--- src/isk_defines.svh ---
// constants for the increment-skip / or decode block
`ifndef ISK_DEFINES_SVH
`define ISK_DEFINES_SVH
`define ISK_OP_INC_SKIP 6'h0f
`define ISK_OP_OR_FILE 6'h04
`define ISK_OP_OR_LIT 4'hd
`define ISK_D_BIT 5
`define ISK_ACC_RST 8'h00
`define ISK_FILE_DEPTH 32
`endif

--- src/isk_pkg.sv ---
// types for the increment-skip / or decode block
package isk_pkg;
  typedef enum logic [1:0] {
    ISK_OP_NONE,
    ISK_OP_INC_SKIP,
    ISK_OP_OR_LIT,
    ISK_OP_OR_FILE
  } isk_op_t;
  typedef enum logic {
    ISK_RUN,
    ISK_SQUASH
  } isk_state_t;
endpackage : isk_pkg

--- src/isk_decode.sv ---
// opcode decoder for the three supported instructions
`timescale 1ns/1ps
`include "isk_defines.svh"
module isk_decode (
  input wire logic [11:0] instr,
  output isk_pkg::isk_op_t op
);
  import isk_pkg::*;
  always_comb begin
    if (instr[11:6] == `ISK_OP_INC_SKIP) begin // see RULE1
      op = ISK_OP_INC_SKIP;
    end else if (instr[11:8] == `ISK_OP_OR_LIT) begin // see RULE4
      op = ISK_OP_OR_LIT;
    end else if (instr[11:6] == `ISK_OP_OR_FILE) begin // see RULE5
      op = ISK_OP_OR_FILE;
    end else begin
      op = ISK_OP_NONE;
    end
  end
endmodule : isk_decode

--- src/isk_core.sv ---
// execute logic for increment-with-skip and the two or instructions
// ****************************************************************
// Functional notes
// RULE1 - increment-skip opcode adds one to addressed file, status untouched
// RULE2 - destination bit 0 writes accumulator, 1 writes file register
// RULE3 - zero result squashes fetched next instruction, executing a nop
// RULE4 - or-literal ors accumulator with literal, sets zero flag, one cycle
// RULE5 - or-file ors accumulator with file, routes by destination, sets zero
// RULE6 - zero flag set when eight-bit result is zero, else cleared
// ****************************************************************
`timescale 1ns/1ps
`include "isk_defines.svh"
module isk_core #(
  parameter int DEPTH = `ISK_FILE_DEPTH
) (
  input wire logic clock,
  input wire logic sys_rst,
  input wire logic instr_valid,
  input wire logic [11:0] instr,
  input wire logic [7:0] file_rdata,
  output logic [4:0] file_addr,
  output logic [7:0] file_wdata,
  output logic file_we,
  output logic [7:0] acc,
  output logic zero_flag,
  output logic flush,
  output logic busy
);
  import isk_pkg::*;

  function automatic logic is_zero(input logic [7:0] v);
    is_zero = (v == 8'h00);
  endfunction : is_zero

  isk_op_t op;
  isk_state_t state_r;
  logic [7:0] result;
  logic to_file;
  logic exec;
  logic [7:0] acc_r;
  logic zero_r;
  logic [4:0] addr_r;
  logic [7:0] wdata_r;
  logic we_r;

  isk_decode u_dec (
    .instr(instr),
    .op(op)
  );

  // ****************************************************************
  // datapath
  // ****************************************************************
  // a squashed slot executes nothing, even if the core presents a word;
  // nor does the slot after a file write, which holds the one file port
  assign exec = instr_valid && (state_r == ISK_RUN) && !we_r;
  assign to_file = instr[`ISK_D_BIT];

  always_comb begin
    case (op)
      ISK_OP_INC_SKIP: result = file_rdata + 8'h01; // see RULE1
      ISK_OP_OR_LIT: result = acc_r | instr[7:0]; // see RULE4
      ISK_OP_OR_FILE: result = acc_r | file_rdata; // see RULE5
      default: result = 8'h00;
    endcase
  end

  // the write lands a cycle late, so the port points at the held address meanwhile
  assign file_addr = we_r ? addr_r : instr[4:0]; // see RULE2

  always_ff @(posedge clock) begin
    if (sys_rst) begin
      acc_r <= `ISK_ACC_RST;
    end else if (exec && op == ISK_OP_OR_LIT) begin
      acc_r <= result; // see RULE4
    end else if (exec && op != ISK_OP_NONE && !to_file) begin
      acc_r <= result; // see RULE2
    end
  end

  always_ff @(posedge clock) begin
    if (sys_rst) begin
      we_r <= 1'b0;
      addr_r <= 5'h00;
      wdata_r <= 8'h00;
    end else begin
      // writes past a smaller file are dropped rather than aliased
      we_r <= exec && to_file && (op == ISK_OP_INC_SKIP || op == ISK_OP_OR_FILE)
        && (int'(instr[4:0]) < DEPTH); // see RULE2
      addr_r <= instr[4:0];
      wdata_r <= result;
    end
  end

  // increment-skip leaves the flag alone; only the or forms touch it
  always_ff @(posedge clock) begin
    if (sys_rst) begin
      zero_r <= 1'b0;
    end else if (exec && (op == ISK_OP_OR_LIT || op == ISK_OP_OR_FILE)) begin
      zero_r <= is_zero(result); // see RULE6
    end
  end

  // ****************************************************************
  // skip sequencing
  // ****************************************************************
  always_ff @(posedge clock) begin
    if (sys_rst) begin
      state_r <= ISK_RUN;
    end else begin
      case (state_r)
        ISK_RUN: begin
          if (exec && op == ISK_OP_INC_SKIP && is_zero(result)) begin
            state_r <= ISK_SQUASH; // see RULE3
          end
        end
        ISK_SQUASH: state_r <= ISK_RUN;
        default: state_r <= ISK_RUN;
      endcase
    end
  end

  // flush tells the core to drop the prefetched word while the nop slot runs
  assign flush = (state_r == ISK_SQUASH); // see RULE3
  // busy covers both slots in which no word can be taken
  assign busy = flush || we_r;
  assign acc = acc_r;
  assign zero_flag = zero_r;
  assign file_we = we_r;
  assign file_wdata = wdata_r;
endmodule : isk_core

--- config.mk ---
export PLATFORM = sky130hd
export DESIGN_NAME = isk_core
export DESIGN_NICKNAME = d
export VERILOG_FILES = /design/src/isk_pkg.sv /design/src/isk_decode.sv /design/src/isk_core.sv
export VERILOG_INCLUDE_DIRS = /design/src
export SDC_FILE = /design/constraint.sdc
export NUM_CORES = 1
export LEC_CHECK = 0
export BUFFER_PORTS_ARGS = -buffer_cell sky130_fd_sc_hd__buf_2
export CAP_MARGIN = 15
export CORE_MARGIN = 2
export CORE_UTILIZATION = 35
export CTS_BUF_LIST = sky130_fd_sc_hd__clkbuf_2
export DETAILED_ROUTE_END_ITERATION = 7
export GPL_ROUTABILITY_DRIVEN = 1
export SLEW_MARGIN = 20
export SYNTH_ARGS = -nofsm -noshare
export SYNTH_HDL_FRONTEND = slang
export SYNTH_SLANG_ARGS = --single-unit
--- constraint.sdc ---
create_clock -name clock -period 2.31 [get_ports clock]
set_input_delay 0.3465 -clock clock [delete_from_list [all_inputs] [get_ports clock]]
set_output_delay 0.3465 -clock clock [all_outputs]
set_load 0.01 [all_outputs]
# After elaboration in Yosys (flattened, before gate mapping)

Cells that the tools add are included.

Add/sub/neg operators: 1
Reductions and logical operators: 18
Mux-type cells: 9
Equal/unequal tests: 6
Bitwise logic cells: 3

Operator list:

| kind                  | number |
|---|---|
| $pmux W8 S3           | 1 |
| $mux W8               | 2 |
| $or A8 B8 Y8          | 2 |
| $logic_and A1 B1 Y1   | 10 |
| $add A8 B1 Y8 const B | 1 |
| $logic_not A8 Y1      | 1 |
| $eq A6 B3 Y1 const B  | 1 |
| $eq A6 B4 Y1 const B  | 1 |
| $mux W2               | 3 |
| $mux W5               | 1 |
| $eq A2 B2 Y1 const B  | 2 |
| $eq A4 B4 Y1 const B  | 1 |
| $reduce_bool A2 Y1    | 2 |
| $logic_or A1 B1 Y1    | 3 |
| $eq A2 B1 Y1 const B  | 1 |
| $logic_not A1 Y1      | 2 |
| $pmux W1 S2           | 1 |
| $mux W1               | 1 |
| $not A1 Y1            | 1 |

Register bits: 24
Word-level logic and storage cells: 43
Bits of input ports: 23
Output and inout port bits: 25

# Longest topological paths before layout

Word-level depth: 10
Gate-level depth with buffers: 8
Mapped depth without buffers: 6

# By module

From an unflattened synthesis, not the netlist that was laid out.

Cells, all modules: 143
Area, all modules: 1228.7 um^2

Modules (own cells, without submodules):

| module     | times used | sequential area each (um^2) | cells each | area an instance (um^2) |
|---|---|---|---|---|
| isk_core   | 1          | 480.5                       | 136        | 1179.9 |
| isk_decode | 1          | 0.0                         | 7          | 48.8 |

# Worst setup path after synthesis

OpenSTA, ideal clock, no wires.

Path kind: input to register
Start: in instr[6]
End: reg zero_r, in the netlist zero_flag
Path slack: 420 ps
Required time: 2214 ps
Stages: 7
Library setup time: 96 ps
Arrival: 1795 ps
Buffers on the path: 1
Cell sequence: or4_4 buf_6 a21oi_2 nor2_1 a211oi_2 nand4_1 o41ai_2

Cells in the longest elaborated chain, start to end: 7
Elaborated cells on any way between the ends: 13
Those cells by class: eq/ne: 5; mux: 4; bitwise: 1; reduce/logical: 3

RTL lines:

| element                                                 | line                           | source |
|---|---|---|
| start: declaration                                      | isk_core.sv:19                 | `input wire logic [11:0] instr,` |
| $eq A6 B3 Y1 (no source line)                           | --                             |  |
| $mux W2                                                 | isk_decode.sv:14               | `` end else if (instr[11:6] == `ISK_OP_OR_FILE) begin `` |
| $mux W2                                                 | isk_decode.sv:12               | `` end else if (instr[11:8] == `ISK_OP_OR_LIT) begin `` |
| $mux W2                                                 | isk_decode.sv:10               | `` if (instr[11:6] == `ISK_OP_INC_SKIP) begin `` |
| $eq A2 B2 Y1 or $eq A2 B1 Y1 (tied branches)            | isk_core.sv:60, isk_core.sv:99 |  |
| $pmux W8 S3 or $logic_or A1 B1 Y1 (tied branches)       | isk_core.sv:60, isk_core.sv:99 |  |
| $logic_not A8 Y1 or $logic_and A1 B1 Y1 (tied branches) | isk_core.sv:32, isk_core.sv:99 |  |
| end signal: assignment                                  | isk_core.sv:100                | `zero_r <= is_zero(result);` |
| end: declaration                                        | isk_core.sv:41                 | `logic zero_r;` |

Parallel ways exist; a longest one is shown, timed or not.
A chain may end at the register's enable or synchronous reset.

# Final worst setup path

Ends and elaborated chain as after synthesis.

==> impl_metrics.yaml <==
hold_path:
  hp-class: "in2reg"
floorplanning:
  start_util: 0.362
  num_rows: 21
  fp.coreArea_sq_um: 3340
  chipWidth_microns: 62.8
  io_pins: 48
  die_area_sq_um: 3940
  dieHeight_microns: 62.8
setup_path:
  cp.arrival_ns: 2.08
  rrSetupSlack_ns: 0.63
  worstSetupEndpointType: "register"
  cp-start-kind: "input pin"
  worstPathMaxFanout: 8
  critical_path_class: "in2reg"
  required_ns: 2.56
cts:
  cts_max_level: 1
  post_cts_resized: 0
  cts_tree: "yes"
  post_cts_buffers: 0
  cts-root-buf: "clkbuf_2"
  cts.clk_slew.worst_paths_ns: 0.22
  clk_path_buf_depth: 2
  insertion_delay_ns: 0.33
  hold_buffers: 0
  numCtsBuffers: 3
  cts_sinks: 24
final_layout:
  drive_gt1_frac: 0.358
  num-nets-final: 218
  n_fill_cell: 370
  antenna_cells: 0
  final_common_cell: "buf_2"
  final_area_sq_um: 1520
  area_growth_pct: 25.7
  utilization: 0.455
  mostFrequentLayoutCells: "buf_2 (47), dfxtp_1 (24), nor2_1 (20), nand2_1 (15), a21oi_1 (15)"
global_routing:
  gr-usage-met1: 0.213
  grt_pass1_vias: 1103
  met3_usage: 0.0288
  grt.total_usage: 0.157
  busiest_layer: "met2"
  grt_use_met2: 0.259
  grt_overflow: 0
  grt_max_degree: 24
  grt_pass1_wl_mm: 5.06
  grt_antenna_before_repair: 0
sta:
  period_share: 0.792
  slew_violations: 0
  rsz0062_at_grt: "no"
  hold_violations: 0
  tns_ns: 0
  tightestPinTransition_ns: 0.637
  finalSetupViolCount: 0
  relSlewSlack: 0.569
  min_period_ns: 1.83
  fin_worst_skew_ns: 0.00528
  max_freq_ghz: 0.547
route:
  first_pass_iters: 4
  routedWlPerCell_microns: 12.9
  ant_nets: 0
  vias_per_cell: 5.20
  drc_errors: 0
  wl_mm: 3.08
  drt_iter0_drc: 32
  vias: 1242
synthesis:
  synth.top_cell.area_share: 0.398
  netlist_area_sq_um: 1210
  syn_inst: 144
  syn_nets: 168
  synth-seq-cells: 24
  postSynthAreaPerCell_sq_um: 8.39
  yosysWarningCount: 0
  synthTopCellsByArea: "dfxtp_1 (40%), a21oi_1 (6.2%), nor2_1 (6.2%)"
  synth_largest_area_cell: "dfxtp_1"
  synthDistinctLibCells: 38
  ys_seq_area_frac: 0.398
pwr:
  ir_drop_v: 0.000183
  p_per_area_nw_per_um2: 455
  leakagePower_nw: 0.705
placed_design:
  postPlaceCellArea_sq_um: 1500
  gp_congestion: 0.909
  port_buffers: 47
  dp_hpwl_mm: 2.45
job:
  cap_violations: 0
run_status:
  status: "complete, no violations"
final cells by class:
cell class | instances | area, sq um | area share
flip-flops and latches | 24 | 480 | 0.316
multi-input cells | 112 | 689 | 0.454
repair buffers | 51 | 265 | 0.175
clock buffers | 3 | 15.0 | 0.00988
clock inverters | 1 | 3.75 | 0.00247
inverters | 2 | 7.51 | 0.00494
well taps | 46 | 57.6 | 0.0379
final timing paths:
kind	startpoint	to	cells after the start
worst min register to register	acc[6]$_SDFFE_PP0P_	acc[6]$_SDFFE_PP0P_	2
worst max-delay path	instr[6]	zero_flag$_SDFFE_PP0P_	7
worst max register to register	file_we$_SDFF_PP0_	acc[5]$_SDFFE_PP0P_	6
worst min-delay path	instr[3]	addr_r[3]$_SDFF_PP0_	3
synth_stat cells:
cell type and count:
dfxtp_1 24, nor2_1 20, a21oi_1 15, nand2_1 15
nor2b_1 8, clkbuf_1 4, mux2_2 4, or2_0 4
nand2b_1 3, nand3_1 3, nor3_1 3, o21ai_0 3
xor2_1 3, a21oi_2 2, and3_1 2, inv_1 2
mux2i_1 2, nand4_1 2, nor3_2 2, nor4_1 2
o311ai_1 2, or2_2 2, or3_1 2, a211oi_2 1
a21o_1 1, a21o_4 1, a221oi_1 1, a221oi_2 1
a31oi_1 1, buf_2 1, buf_6 1, ha_1 1
nand4b_1 1, o21ai_1 1, o21bai_1 1, o32ai_1 1
o41ai_2 1, or4_4 1
report_power, final:
group	internal (mW)	switching (mW)	leakage, nW	total, mW
combinational	0.0443	0.0609	0.496	0.105
clock	0.0376	0.123	0.0140	0.161
sequential	0.423	0.00212	0.195	0.425
kinds of logic (layout without fill, tap and decap cells):
family | Yosys count | count (layout) | share of synthesized area
multiplexers | 6 | 6 | 0.0538
adder cells (fa/ha/maj) | 1 | 1 | 0.0104
buffers and inverters | 8 | 57 | 0.0321
AND/OR/NAND/NOR | 70 | 70 | 0.296
AO/OA/AOI/OAI | 32 | 32 | 0.188
flip-flops | 24 | 24 | 0.398
XOR/XNOR | 3 | 3 | 0.0217
critical path: stages:
cell and delay, ns:
buf_2 0.12, or4_4 0.61, a21oi_2 0.17, nor2_1 0.06, a211oi_2 0.23, nand4_1 0.18, o41ai_2 0.36
state kept, by name, indices dropped and copies added (netlist names):
name        count
addr_r          5
file_we         1
acc             8
flush           1
zero_flag       1
file_wdata      8
metal layers:
metal / wire [microns] / part of all wire / up-vias
li1: - / - / 600
met1: 1410 / 0.46 / 587
met2: 1430 / 0.46 / 51
met3: 212 / 0.069 / 4
met4: 25 / 0.0081 / 0
met5: 0 / 0 / -
stage by stage:
stage               hold WS, ns  total power [mW]  worst slack [ns]  cells
global route              0.197             0.727             0.426    239
global placement          0.469             0.536             0.177    235
floorplan                 0.418             0.489             0.420    144
CTS                       0.229             0.695             0.476    239
finish                    0.234             0.691             0.480    239
detailed placement        0.473             0.538             0.128    235
Power figures use the tool's default switching activity.
